## config.mk

```make
export PLATFORM = sky130hd
export DESIGN_NAME = ccsp_top
export DESIGN_NICKNAME = d
export VERILOG_FILES = /design/src/rtl/ccsp_top.v /design/src/rtl/ccsp_fmt.v
export VERILOG_INCLUDE_DIRS = /design/src /design/src/include
export SDC_FILE = /design/constraint.sdc
export NUM_CORES = 1
export LEC_CHECK = 0
export ABC_AREA = 1
export BUFFER_PORTS_ARGS = -buffer_cell sky130_fd_sc_hd__buf_2
export CORE_ASPECT_RATIO = 1.2
export CORE_MARGIN = 10
export CORE_UTILIZATION = 30
export CTS_CLUSTER_DIAMETER = 30
export DETAILED_ROUTE_END_ITERATION = 10
export GPL_TIMING_DRIVEN = 0
export PLACE_DENSITY = 0.55
export SLEW_MARGIN = 5
export SYNTH_ARGS = -nofsm -noshare
export SYNTH_HDL_FRONTEND = slang
export SYNTH_SLANG_ARGS = --single-unit
```

## constraint.sdc

```tcl
create_clock -name mclk_i -period 8.91 [get_ports mclk_i]
set_clock_uncertainty 0.05 [all_clocks]
set_input_delay 0.4455 -clock mclk_i [delete_from_list [all_inputs] [get_ports mclk_i]]
set_output_delay 0.4455 -clock mclk_i [all_outputs]
set_load 0.01 [all_outputs]
```

## src/include/ccsp_regs.vh

```
// register offsets, field positions, reset values and codes of the command status parser
`ifndef CCSP_REGS_VH
`define CCSP_REGS_VH

// apb register byte offsets
`define CCSP_A_CTRL 8'h00
`define CCSP_A_STAT 8'h04
`define CCSP_A_SERIAL 8'h08

// control register bits, write one to pulse
`define CCSP_CTRL_DDE 0
`define CCSP_CTRL_QYE 1

// event status register bits
`define CCSP_ESR_OPC 0
`define CCSP_ESR_QYE 2
`define CCSP_ESR_DDE 3
`define CCSP_ESR_EXE 4
`define CCSP_ESR_CME 5
`define CCSP_ESR_PON 7

// status byte bits
`define CCSP_STB_MAV 4
`define CCSP_STB_ESB 5
`define CCSP_STB_MSS 6

// reset values and masks
`define CCSP_ESR_RST 8'h80
`define CCSP_EN_RST 8'h00
`define CCSP_SERIAL_RST 28'h0000000
`define CCSP_SRE_MASK 8'hBF
`define CCSP_PMAX 12'h0FF
`define CCSP_IDN_LEN 5'h19

// ascii characters
`define CCSP_CH_LF 8'h0A
`define CCSP_CH_CR 8'h0D
`define CCSP_CH_SP 8'h20
`define CCSP_CH_COMMA 8'h2C
`define CCSP_CH_0 8'h30
`define CCSP_CH_9 8'h39
`define CCSP_CH_SEMI 8'h3B
`define CCSP_CH_QM 8'h3F

// command names, four ascii characters each
`define CCSP_C_CLS 32'h2A434C53
`define CCSP_C_ESE 32'h2A455345
`define CCSP_C_ESR 32'h2A455352
`define CCSP_C_IDN 32'h2A49444E
`define CCSP_C_OPC 32'h2A4F5043
`define CCSP_C_RST 32'h2A525354
`define CCSP_C_SRE 32'h2A535245
`define CCSP_C_STB 32'h2A535442
`define CCSP_C_TRG 32'h2A545247
`define CCSP_C_TST 32'h2A545354
`define CCSP_C_WAI 32'h2A574149

`endif

```

## src/rtl/ccsp_top.v

```verilog
// common command parser with event status, enables, status byte and query responses
// What this block does
// - clear status clears all event registers
// - clear status clears MAV only first
// - event enable loads 0..255 parameter
// - out of range leaves register, execution error
// - event enable query returns last written
// - event status query returns then clears
// - query values sent as decimal integers
// - identity query returns five comma fields
// - operation complete sets its event bit
// - operation complete query answers ascii 1
// - reset command repeats power-up reset of parser, status registers and transmitter
// - service enable loads, bit 6 dropped
// - service enable query bit 6 zero
// - status byte query bit 6 summary
// - trigger command gives one trigger pulse
// - summary bit is enabled status OR
// - execution error bit 4, unknown bit 5
// - MAV set on response, cleared after terminator
//
// Local design decisions: the APB interface to the registers and the register addresses.
`timescale 1ns/10ps
`include "ccsp_regs.vh"
module ccsp_top #(
   // identity fields, values arbitrary
   parameter [31:0] MAKER = "XMKR",
   parameter [31:0] MODEL = "M001",
   parameter [23:0] MAIN_VER = "1.0",
   parameter [23:0] DISP_VER = "1.0"
) (
   // clock and reset
   input wire mclk_i,
   input wire rst_n_i,
   // apb slave
   input wire psel_i,
   input wire penable_i,
   input wire pwrite_i,
   input wire [7:0] paddr_i,
   input wire [31:0] pwdata_i,
   output reg [31:0] prdata_o,
   output wire pready_o,
   output wire pslverr_o,
   // command characters in
   input wire rx_valid_i,
   input wire [7:0] rx_data_i,
   output wire rx_ready_o,
   // response characters out
   output reg tx_valid_o,
   output reg [7:0] tx_data_o,
   input wire tx_ready_i,
   // measurement engine
   input wire exe_err_i,
   input wire dde_i,
   output reg trig_o,
   output reg rst_cmd_o
);
   localparam [2:0] S_NAME = 3'b001;
   localparam [2:0] S_PARAM = 3'b010;
   localparam [2:0] S_SKIP = 3'b100;

   reg [2:0] state_reg;
   reg [31:0] name_reg;
   reg [2:0] ncnt_reg;
   reg qry_reg;
   reg hasp_reg;
   reg [7:0] val_reg;
   reg ovf_reg;
   reg first_reg;
   reg [7:0] esr_reg;
   reg [7:0] ese_reg;
   reg [7:0] sre_reg;
   reg mav_reg;
   reg [27:0] serial_reg;
   reg tx_busy_reg;
   reg tx_prime_reg;
   reg tx_idn_reg;
   reg [4:0] tx_idx_reg;

   reg [7:0] c;
   reg acc, sep, digit, space, exec, perr, bad;
   reg do_cls, do_ese, do_sre, do_opc, do_rst, do_trg, do_esrq, exe_p;
   reg resp_go, resp_idn;
   reg [7:0] resp_val;
   reg [11:0] v10;
   reg [7:0] esr_set;
   reg [7:0] stb;
   reg [4:0] nidx;
   reg [199:0] idn_sh;
   reg [23:0] num_sh;
   reg [7:0] nbyte;
   wire srst;
   wire [23:0] fstr;
   wire [1:0] flen;
   wire [55:0] serial_asc;
   wire [199:0] idn_str;
   wire apb_wr;
   wire hit;

   // serial number digits to ascii
   genvar g;
   generate
      for (g = 0; g < 7; g = g + 1) begin : g_ser
         assign serial_asc[8*g +: 8] = {4'h3, serial_reg[4*g +: 4]};
      end
   endgenerate

   assign idn_str = {MAKER, `CCSP_CH_COMMA, MODEL, `CCSP_CH_COMMA, serial_asc,
      `CCSP_CH_COMMA, MAIN_VER, `CCSP_CH_COMMA, DISP_VER};

   // input stalls while a response drains
   assign rx_ready_o = ~tx_busy_reg;
   // reset command acts as power-up reset for parser, status registers and transmitter
   assign srst = ~rst_n_i | do_rst;

   // character classification and parse errors
   always @* begin
      c = rx_data_i;
      if (rx_data_i >= 8'h61 && rx_data_i <= 8'h7A) begin
         c = rx_data_i - 8'h20;
      end
      acc = rx_valid_i & ~tx_busy_reg;
      sep = (c == `CCSP_CH_LF) | (c == `CCSP_CH_CR) | (c == `CCSP_CH_SEMI);
      digit = (c >= `CCSP_CH_0) & (c <= `CCSP_CH_9);
      space = (c == `CCSP_CH_SP);
      v10 = {4'h0, val_reg} * 12'h00A + {8'h00, c[3:0]};
      exec = acc & sep & ~state_reg[2] & (ncnt_reg != 3'h0);
      perr = acc & ~sep & ((state_reg[0] & (ncnt_reg == 3'h4) & (c != `CCSP_CH_QM) & ~space)
         | (state_reg[1] & ~digit & ~space));
   end

   // command decode
   always @* begin
      bad = 1'b0;
      do_cls = 1'b0;
      do_ese = 1'b0;
      do_sre = 1'b0;
      do_opc = 1'b0;
      do_rst = 1'b0;
      do_trg = 1'b0;
      do_esrq = 1'b0;
      exe_p = 1'b0;
      resp_go = 1'b0;
      resp_idn = 1'b0;
      resp_val = 8'h00;
      if (exec) begin
         case (name_reg)
            `CCSP_C_CLS: begin
               bad = qry_reg;
               do_cls = ~qry_reg;
            end
            `CCSP_C_ESE: begin
               resp_go = qry_reg;
               resp_val = ese_reg;
               exe_p = ~qry_reg & (~hasp_reg | ovf_reg);
               do_ese = ~qry_reg & hasp_reg & ~ovf_reg;
            end
            `CCSP_C_SRE: begin
               resp_go = qry_reg;
               resp_val = sre_reg;
               exe_p = ~qry_reg & (~hasp_reg | ovf_reg);
               do_sre = ~qry_reg & hasp_reg & ~ovf_reg;
            end
            `CCSP_C_ESR: begin
               bad = ~qry_reg;
               resp_go = qry_reg;
               do_esrq = qry_reg;
               resp_val = esr_reg;
            end
            `CCSP_C_IDN: begin
               bad = ~qry_reg;
               resp_go = qry_reg;
               resp_idn = 1'b1;
            end
            `CCSP_C_OPC: begin
               resp_go = qry_reg;
               resp_val = 8'h01;
               do_opc = ~qry_reg;
            end
            `CCSP_C_STB: begin
               bad = ~qry_reg;
               resp_go = qry_reg;
               resp_val = stb;
            end
            `CCSP_C_TST: begin
               bad = ~qry_reg;
               resp_go = qry_reg;
               resp_val = 8'h00;
            end
            `CCSP_C_RST: begin
               bad = qry_reg;
               do_rst = ~qry_reg;
            end
            `CCSP_C_TRG: begin
               bad = qry_reg;
               do_trg = ~qry_reg;
            end
            `CCSP_C_WAI: begin
               bad = qry_reg;
            end
            default: begin
               bad = 1'b1;
            end
         endcase
      end
   end

   // status byte and event inputs
   always @* begin
      esr_set = 8'h00;
      esr_set[`CCSP_ESR_OPC] = do_opc;
      esr_set[`CCSP_ESR_QYE] = apb_wr & (paddr_i == `CCSP_A_CTRL) & pwdata_i[`CCSP_CTRL_QYE];
      esr_set[`CCSP_ESR_DDE] = dde_i
         | (apb_wr & (paddr_i == `CCSP_A_CTRL) & pwdata_i[`CCSP_CTRL_DDE]);
      esr_set[`CCSP_ESR_EXE] = exe_p | exe_err_i;
      esr_set[`CCSP_ESR_CME] = bad | perr;
      stb = 8'h00;
      stb[`CCSP_STB_MAV] = mav_reg;
      stb[`CCSP_STB_ESB] = |(esr_reg & ese_reg);
      stb[`CCSP_STB_MSS] = |(stb & sre_reg & `CCSP_SRE_MASK);
   end

   // parser state
   always @(posedge mclk_i) begin
      if (srst) begin
         state_reg <= S_NAME;
         name_reg <= 32'h00000000;
         ncnt_reg <= 3'h0;
         qry_reg <= 1'b0;
         hasp_reg <= 1'b0;
         val_reg <= 8'h00;
         ovf_reg <= 1'b0;
         first_reg <= 1'b1;
      end else if (acc) begin
         if (sep) begin
            state_reg <= S_NAME;
            name_reg <= 32'h00000000;
            ncnt_reg <= 3'h0;
            qry_reg <= 1'b0;
            hasp_reg <= 1'b0;
            val_reg <= 8'h00;
            ovf_reg <= 1'b0;
            if (c != `CCSP_CH_SEMI) begin
               first_reg <= 1'b1;
            end else if (exec) begin
               first_reg <= 1'b0;
            end
         end else if (perr) begin
            state_reg <= S_SKIP;
         end else begin
            case (state_reg)
               S_NAME: begin
                  if (c == `CCSP_CH_QM) begin
                     qry_reg <= 1'b1;
                  end else if (space) begin
                     if (ncnt_reg != 3'h0) begin
                        state_reg <= S_PARAM;
                     end
                  end else if (!qry_reg) begin
                     name_reg <= {name_reg[23:0], c};
                     ncnt_reg <= ncnt_reg + 3'h1;
                  end
               end
               S_PARAM: begin
                  if (digit) begin
                     hasp_reg <= 1'b1;
                     val_reg <= v10[7:0];
                     if (v10 > `CCSP_PMAX) begin
                        ovf_reg <= 1'b1;
                     end
                  end
               end
               S_SKIP: begin
                  state_reg <= S_SKIP;
               end
               default: begin
                  state_reg <= S_NAME;
               end
            endcase
         end
      end
   end

   // status registers; a set in the clearing cycle survives
   always @(posedge mclk_i) begin
      if (srst) begin
         esr_reg <= `CCSP_ESR_RST;
         ese_reg <= `CCSP_EN_RST;
         sre_reg <= `CCSP_EN_RST;
         mav_reg <= 1'b0;
      end else begin
         // clear status and event query clear
         if (do_cls | do_esrq) begin
            esr_reg <= esr_set;
         end else begin
            esr_reg <= esr_reg | esr_set;
         end
         if (do_ese) begin
            ese_reg <= val_reg;
         end
         if (do_sre) begin
            sre_reg <= val_reg & `CCSP_SRE_MASK;
         end
         if (resp_go) begin
            mav_reg <= 1'b1;
         end else if (tx_valid_o & tx_ready_i & (tx_data_o == `CCSP_CH_LF)) begin
            mav_reg <= 1'b0;
         end else if (do_cls & first_reg) begin
            mav_reg <= 1'b0;
         end
      end
   end

   ccsp_fmt u_fmt (
      .mclk_i(mclk_i),
      .rst_n_i(rst_n_i),
      .load_i(resp_go),
      .val_i(resp_val),
      .str_o(fstr),
      .len_o(flen)
   );

   // next response character
   always @* begin
      nidx = tx_prime_reg ? 5'h00 : tx_idx_reg + 5'h01;
      idn_sh = idn_str << {nidx, 3'b000};
      num_sh = fstr << {nidx, 3'b000};
      if (tx_idn_reg) begin
         nbyte = (nidx < `CCSP_IDN_LEN) ? idn_sh[199:192] : `CCSP_CH_LF;
      end else begin
         nbyte = (nidx < {3'h0, flen}) ? num_sh[23:16] : `CCSP_CH_LF;
      end
   end

   // response transmitter, one character held until taken
   always @(posedge mclk_i) begin
      if (srst) begin
         tx_busy_reg <= 1'b0;
         tx_prime_reg <= 1'b0;
         tx_idn_reg <= 1'b0;
         tx_idx_reg <= 5'h00;
         tx_valid_o <= 1'b0;
         tx_data_o <= 8'h00;
      end else if (resp_go) begin
         tx_busy_reg <= 1'b1;
         tx_prime_reg <= 1'b1;
         tx_idn_reg <= resp_idn;
      end else if (tx_prime_reg) begin
         tx_prime_reg <= 1'b0;
         tx_valid_o <= 1'b1;
         tx_data_o <= nbyte;
         tx_idx_reg <= 5'h00;
      end else if (tx_valid_o & tx_ready_i) begin
         if (tx_data_o == `CCSP_CH_LF) begin
            tx_valid_o <= 1'b0;
            tx_busy_reg <= 1'b0;
         end else begin
            tx_data_o <= nbyte;
            tx_idx_reg <= nidx;
         end
      end
   end

   always @(posedge mclk_i) begin
      if (!rst_n_i) begin
         trig_o <= 1'b0;
         rst_cmd_o <= 1'b0;
      end else begin
         trig_o <= do_trg;
         rst_cmd_o <= do_rst;
      end
   end

   // apb slave, zero wait, read data latched in setup
   assign pready_o = 1'b1;
   assign apb_wr = psel_i & penable_i & pwrite_i;
   assign hit = (paddr_i == `CCSP_A_CTRL) | (paddr_i == `CCSP_A_STAT)
      | (paddr_i == `CCSP_A_SERIAL);
   assign pslverr_o = psel_i & penable_i & ~hit;

   always @(posedge mclk_i) begin
      if (!rst_n_i) begin
         prdata_o <= 32'h00000000;
         serial_reg <= `CCSP_SERIAL_RST;
      end else begin
         if (psel_i & ~penable_i) begin
            case (paddr_i)
               `CCSP_A_STAT: prdata_o <= {sre_reg, ese_reg, esr_reg, stb};
               `CCSP_A_SERIAL: prdata_o <= {4'h0, serial_reg};
               default: prdata_o <= 32'h00000000;
            endcase
         end
         // serial digits steer the identity answer
         if (apb_wr & (paddr_i == `CCSP_A_SERIAL)) begin
            serial_reg <= pwdata_i[27:0];
         end
      end
   end
endmodule

```

## src/rtl/ccsp_fmt.v

```verilog
// binary byte to left-aligned decimal ascii digits
`timescale 1ns/10ps
`include "ccsp_regs.vh"
module ccsp_fmt (
   // clock and reset
   input wire mclk_i,
   input wire rst_n_i,
   // value in
   input wire load_i,
   input wire [7:0] val_i,
   // digits out, most significant first
   output reg [23:0] str_o,
   output reg [1:0] len_o
);
   reg [7:0] hun;
   reg [7:0] ten;
   reg [7:0] one;

   always @* begin
      hun = val_i / 8'h64;
      ten = (val_i / 8'h0A) % 8'h0A;
      one = val_i % 8'h0A;
   end

   // leading zeros dropped, zero itself is one digit
   always @(posedge mclk_i) begin
      if (!rst_n_i) begin
         str_o <= 24'h000000;
         len_o <= 2'h0;
      end else if (load_i) begin
         if (hun != 8'h00) begin
            str_o <= {hun + `CCSP_CH_0, ten + `CCSP_CH_0, one + `CCSP_CH_0};
            len_o <= 2'h3;
         end else if (ten != 8'h00) begin
            str_o <= {ten + `CCSP_CH_0, one + `CCSP_CH_0, 8'h00};
            len_o <= 2'h2;
         end else begin
            str_o <= {one + `CCSP_CH_0, 16'h0000};
            len_o <= 2'h1;
         end
      end
   end
endmodule

```

## Word-level counts from Yosys, hierarchy flattened

Cells that the tools add are included.

| word-level totals | value |
|---|---|
| register bits | 179 |
| bits in latches | 0 |
| bits in writable memories | 0 |
| memory bits (read-only) | 0 |
| memories kept | 0 |

| cells by class | value |
|---|---|
| add/subtract/negate cells | 7 |
| multipliers | 1 |
| div/mod/pow operators | 4 |
| $lt $le $gt $ge | 7 |
| eq/ne operators | 35 |
| shift-type cells | 2 |
| muxes and demuxes | 85 |
| bitwise gates (word level) | 52 |
| reductions and logical operators | 34 |

Operator list:

| operator | number |
|---|---|
| equality test 32 x 30 -> 1 bit, second input constant | 11 |
| left shift 199 x 8 -> 200 bit | 1 |
| 2-to-1 mux 32 bit | 6 |
| 2-to-1 mux 8 bit | 13 |
| one-hot mux 32 bit (2 select lines) | 1 |
| 2-to-1 mux 24 bit | 2 |
| 2-to-1 mux 1 bit | 43 |
| one-hot mux 8 bit (5 select lines) | 1 |
| 2-to-1 mux 3 bit | 11 |
| equality test 8 x 4 -> 1 bit, second input constant | 4 |
| AND 1 bit | 26 |
| adder 8 x 6 -> 8 bit, second input constant | 3 |
| equality test 8 x 6 -> 1 bit, second input constant | 3 |
| left shift 24 x 8 -> 24 bit | 1 |
| 2-to-1 mux 5 bit | 4 |
| nonzero test 2 bit | 10 |
| remainder unit 8 x 4 -> 8 bit, second input constant | 2 |
| != test 8 x 6 -> 1 bit, second input constant | 2 |
| nonzero test 8 bit | 2 |
| AND reduction 3 bit | 5 |
| OR reduction 7 bit | 2 |
| adder 12 x 4 -> 12 bit | 1 |
| > comparator 12 x 8 -> 1 bit, second input constant | 1 |
| != test 4 bit, second input constant | 3 |
| 37 further kinds | 69 |

## Longest topological paths before layout

| logic depth | value |
|---|---|
| depth after elaboration | 15 |
| gate-level depth with buffers | 57 |
| gate-level depth less buffers | 57 |

## Hierarchy

A second synthesis with hierarchy kept.

| second synthesis, totals | value |
|---|---|
| cell total of the unflattened synthesis | 1,723 |
| area total of the unflattened synthesis | 11,083.1 µm² |

Modules (own cells, without submodules):

| module | instances | cells an instance | area an instance (µm²) | sequential area each (µm²) |
|---|---|---|---|---|
| ccsp_top | 1 | 1,359 | 8,747.1 | 3,002.9 |
| ccsp_fmt | 1 | 364 | 2,336.0 | 520.5 |

## Worst setup path after synthesis

OpenSTA, ideal clock, no wires.

| timing path | value |
|---|---|
| path type | in2reg |
| from | input rx_data_i[6] |
| to | register u_fmt.str_o[18] |
| setup time | 128 ps |
| data arrival time | 5,003 ps |
| slack | 3,729 ps |
| stages | 52 |
| cell sequence | inv_1 -> o21ai_2 -> nand2_1 -> nor2_1 -> nor2_1 -> nor2_2 -> nand2_1 -> inv_2 -> nand2_1 -> o31ai_2 -> nand2_1 -> inv_2 -> nand2_4 -> nor2_1 -> nand2_1 -> nor2_1 -> nand3_2 -> nand2_2 -> (+16 left out) -> nand2_1 -> nand3_2 -> nand2_2 -> nand2_1 -> nand2_1 -> ha_1 -> nor2_1 -> nand3_1 -> nand2_1 -> inv_1 -> a21oi_2 -> nand3_2 -> nor2_4 -> nand2_4 -> nand4_1 -> nand2_1 -> nor2_1 -> nor2_1 |

| on the way | value |
|---|---|
| word-level cells in the longest chain between the ends | 15 |
| elaborated cells between the ends (all ways) | 26 |
| those cells by class | 4 x add/sub; 4 x div; 2 x order compare; 3 x eq/ne; 5 x mux; 5 x bitwise; 3 x reduce/logical |

RTL lines:

| what | line | source |
|---|---|---|
| start, declared | ccsp_top.v:46 | `input wire [7:0] rx_data_i,` |
| >= comparator 8 x 7 -> 1 bit or <= comparator 8 x 7 -> 1 bit (tied branches) | ccsp_top.v:119 | `if (rx_data_i >= 8'h61 && rx_data_i <= 8'h7A) begin` |
| logical AND 1 bit | ccsp_top.v:119 |  |
| 2-to-1 mux 8 bit (*) | ccsp_top.v:119 |  |
| equality test 8 x 4 -> 1 bit (no source line) | -- |  |
| OR 1 bit | ccsp_top.v:123 | `` sep = (c == `CCSP_CH_LF) \| (c == `CCSP_CH_CR) \| (c == `CCSP_CH_SEMI); `` |
| OR 1 bit (*) | ccsp_top.v:123 |  |
| AND 1 bit (*) (3 in series) | ccsp_top.v:127 | `exec = acc & sep & ~state_reg[2] & (ncnt_reg != 3'h0);` |
| 2-to-1 mux 8 bit | ccsp_top.v:146 | `if (exec) begin` |
| divider 8 x 4 -> 8 bit | ccsp_fmt.v:21 | `ten = (val_i / 8'h0A) % 8'h0A;` |
| remainder unit 8 x 4 -> 8 bit | ccsp_fmt.v:21 |  |
| adder 8 x 6 -> 8 bit (no source line) or nonzero test 8 bit (tied branches) | -- |  |
| 2-to-1 mux 24 bit | ccsp_fmt.v:34 | `end else if (ten != 8'h00) begin` |
| 2-to-1 mux 24 bit | ccsp_fmt.v:31 | `if (hun != 8'h00) begin` |
| end signal, assigned | ccsp_fmt.v:32 | `` str_o <= {hun + `CCSP_CH_0, ten + `CCSP_CH_0, one + `CCSP_CH_0}; `` |
| end signal, assigned | ccsp_fmt.v:35 | `` str_o <= {ten + `CCSP_CH_0, one + `CCSP_CH_0, 8'h00}; `` |
| end signal, assigned | ccsp_fmt.v:38 | `` str_o <= {one + `CCSP_CH_0, 16'h0000}; `` |
| end, declared | ccsp_fmt.v:12 | `output reg [23:0] str_o,` |

Mark *: on every way between the ends. The rest lies on a longest branch, timed or not.
A chain may end at the register's enable or synchronous reset.

## Worst setup path in the final report

| timing path | value |
|---|---|
| from | register name_reg[30] |
| to | register u_fmt.len_o[0] |

| on the way | value |
|---|---|
| word-level cells in the longest chain between the ends | 8 |
| elaborated cells between the ends (all ways) | 19 |
| those cells by class | 3 x div; 7 x eq/ne; 6 x mux; 3 x reduce/logical |

RTL lines:

| what | line | source |
|---|---|---|
| start, declared | ccsp_top.v:63 | `reg [31:0] name_reg;` |
| start signal, assigned | ccsp_top.v:260 | `name_reg <= {name_reg[23:0], c};` |
| equality test 32 x 30 -> 1 bit | ccsp_top.v:147 | `case (name_reg)` |
| one-hot mux 8 bit (5 select lines) | ccsp_top.v:147 |  |
| 2-to-1 mux 8 bit | ccsp_top.v:146 |  |
| divider 8 x 4 -> 8 bit | ccsp_fmt.v:21 |  |
| remainder unit 8 x 4 -> 8 bit | ccsp_fmt.v:21 |  |
| nonzero test 8 bit | ccsp_fmt.v:34 |  |
| 2-to-1 mux 2 bit | ccsp_fmt.v:34 |  |
| 2-to-1 mux 2 bit | ccsp_fmt.v:31 |  |
| end signal, assigned | ccsp_fmt.v:33 | `len_o <= 2'h3;` |
| end signal, assigned | ccsp_fmt.v:36 | `len_o <= 2'h2;` |
| end signal, assigned | ccsp_fmt.v:39 | `len_o <= 2'h1;` |
| end, declared | ccsp_fmt.v:13 | `output reg [1:0] len_o` |

Several ways; a longest one is shown, not always the timed one.

==> metrics.cfg <==
[pwr]
peakVddDrop_mv=0.124
power.total_mw=1.81
powerDensity_nw_per_um2=145
leakage_nw=5.30

[floorplanning]
core_um2=35800
start_util_pct=30.3
die_w_um=194
dieArea_um2=44200
die_h_um=228
rows=76
ios=103

[layout]
largest_reg_flops=32
fin_cells=2225
stdcell_area_um2=12500
nets=1835
antenna_cells=0
drive_above_1_share_pct=12.7
final_cell_mix=282 x nand2_1, 236 x inv_1, 193 x nor2_1, 176 x dfxtp_1, 142 x o21ai_0
areaGrowthSynthToFinish_pct=15.2
layout.cells.most_common=nand2_1

[drt]
vias_per_cell=5.07
drtPass1Iterations=8
drtIter0Drc=919
drc_errors=0
wl_per_cell_um=16.8
routed_wl_um=37400
vias=11300
ant_nets=0

[global_routing]
grt_use_met2_pct=28.5
track_usage_pct=16.2
use_met1_pct=20.0
antenna_found_initial=0
first_global_vias=10900
grt_overflow=0
busiest_layer=met2
grt_pass1_wl_um=58700
use_met3_pct=2.00
grt_max_degree=19

[timing]
period_needed_ns=6.52
report.final.setup_viol=0
max_slew_margin_pct=31.2
tns_ns=0
worstMarginPinSlew_ns=1.03
slew_violations=0
max_freq_mhz=153
hold_viol_final=0
fin_crit_sh_pct=73.2
rsz0062_at_grt=no

[synthesis]
syn-cell-area_um2=10900
synth_seq_cells=176
ys_types=66
syn_inst=1629
async_flop_share_pct=0
ys_seq_area_share_pct=32.4
synth_edf_count=0
syn_area_per_cell_um2=6.67
ys.flop_type=dfxtp_1
yosys_warnings=0

[clock_tree]
cts_setup_buffers=0
clkTransAtPathRegs_ns=0.09
cts_resized=0
cts_tree=yes
clk_latency_ns=0.44
clock-sinks=176
hold_buffers=0
htreeDepth=4
clock_path_buffers=2
cts_buffers=17
cts_root_buf=clkbuf_16

[setup_path]
crit_path_frequent_cell=nand2_1
worst-endpoint-required_ns=9.18
rr_startpoint=name_reg[30]
worstSetupStartpointType=register
cpLargestDelayFamily=simple AND/OR/NAND/NOR gates
critPathLaunch=name_reg[30]
end_kind=register
worst-path-buf-inv=4
slowest_delay_ns=0.47
crit_slowest_cell=nor3_2
crit_type=register to register
crit_fanout=8
arrival_ns=6.79

[run]
max_cap_violations=0

[hold_path]
worstHoldPathType=input port to register
worstHoldStart=pwdata_i[9]

[place]
io_buffers=95
place_area_um2=11900
hpwl_um=29900
dp.cells=2193
finalWeightedCongestion=0.943

[run_status]
outcome=finished clean

-- path summary, 6_finish.rpt --
kind / end / slack, ns / depth (start not counted)
hold / removal: serial_reg[9] / 0.21 / 3
hold reg to reg: u_fmt.str_o[23] / 0.42 / 2
setup / recovery: u_fmt.len_o[0] / 2.39 / 47
setup reg to reg: u_fmt.len_o[0] / 2.39 / 47
-- per-stage QoR --
step	hold slack [ns]	setup slack (ns)	util, %
after global placement	0.402	2.49	33.3
final	0.206	2.39	34.9
after global routing	0.218	1.84	34.9
after detailed placement	0.407	2.42	33.3
after floorplan	0.375	3.73	-
after CTS	0.188	2.44	34.9
-- synth_stat cells, types with 6 or more instances --
cell type | n | area share, %
nor2_2 | 9 | 0.52
nor2_1 | 193 | 6.7
a21oi_1 | 131 | 6.0
o21ai_0 | 142 | 6.5
a211oi_1 | 7 | 0.48
o22ai_1 | 11 | 0.63
nand2_2 | 22 | 1.3
a221oi_1 | 6 | 0.48
ha_1 | 32 | 3.7
o211ai_1 | 11 | 0.76
nor4_1 | 14 | 0.81
o221ai_1 | 19 | 1.5
o21ai_1 | 7 | 0.32
a22oi_1 | 34 | 2.4
nor3_1 | 19 | 0.88
nand2_1 | 282 | 9.7
inv_2 | 15 | 0.52
inv_1 | 236 | 8.2
clkinv_1 | 6 | 0.21
dfxtp_1 | 176 | 32
nand3_2 | 10 | 0.92
nand4_1 | 43 | 2.5
nand3_1 | 69 | 3.2
clkbuf_1 | 49 | 1.7
-- worst register-to-register path: cells and delay by family, from the launching register on --
kind                     cells  cell delay (ns)
AO/OA/AOI/OAI                5             0.86
adder cells (fa/ha/maj)      1             0.19
AND/OR/NAND/NOR             37             4.69
flip-flops                   1             0.31
buffers and inverters        4             0.29
-- per-layer routing --
metal | share of wire [%] | wire length, um
met1 | 44 | 16500
met2 | 49 | 18500
met3 | 4.1 | 1530
met4 | 2.4 | 886
met5 | 0 | 0
-- power by group --
part,internal (mW),switching (mW)
combinational,0.0641,0.147
clock,0.383,0.381
sequential,0.813,0.0270
total,1.26,0.555
-- cell type report --
class | instances | area [um2]
Tap cell | 468 | 586
Timing Repair Buffer | 95 | 475
Multi-Input combinational cell | 1141 | 6150
Buffer | 56 | 229
Clock buffer | 18 | 439
Clock inverter | 14 | 144
Inverter | 257 | 965
Sequential cell | 176 | 3520
Fill cell | 3951 | 23300
-- logic make-up after synthesis --
logic type / count (synthesis) / synth area share (%)
AO/OA/AOI/OAI: 404 / 22.1
AND/OR/NAND/NOR: 691 / 29.6
XOR/XNOR: 7 / 0.565
multiplexers: 2 / 0.184
adder cells (fa/ha/maj): 34 / 4.06
other: 2 / 0.0692
buffers and inverters: 313 / 11.0
flip-flops: 176 / 32.4
Power figures use the tool's default switching activity.
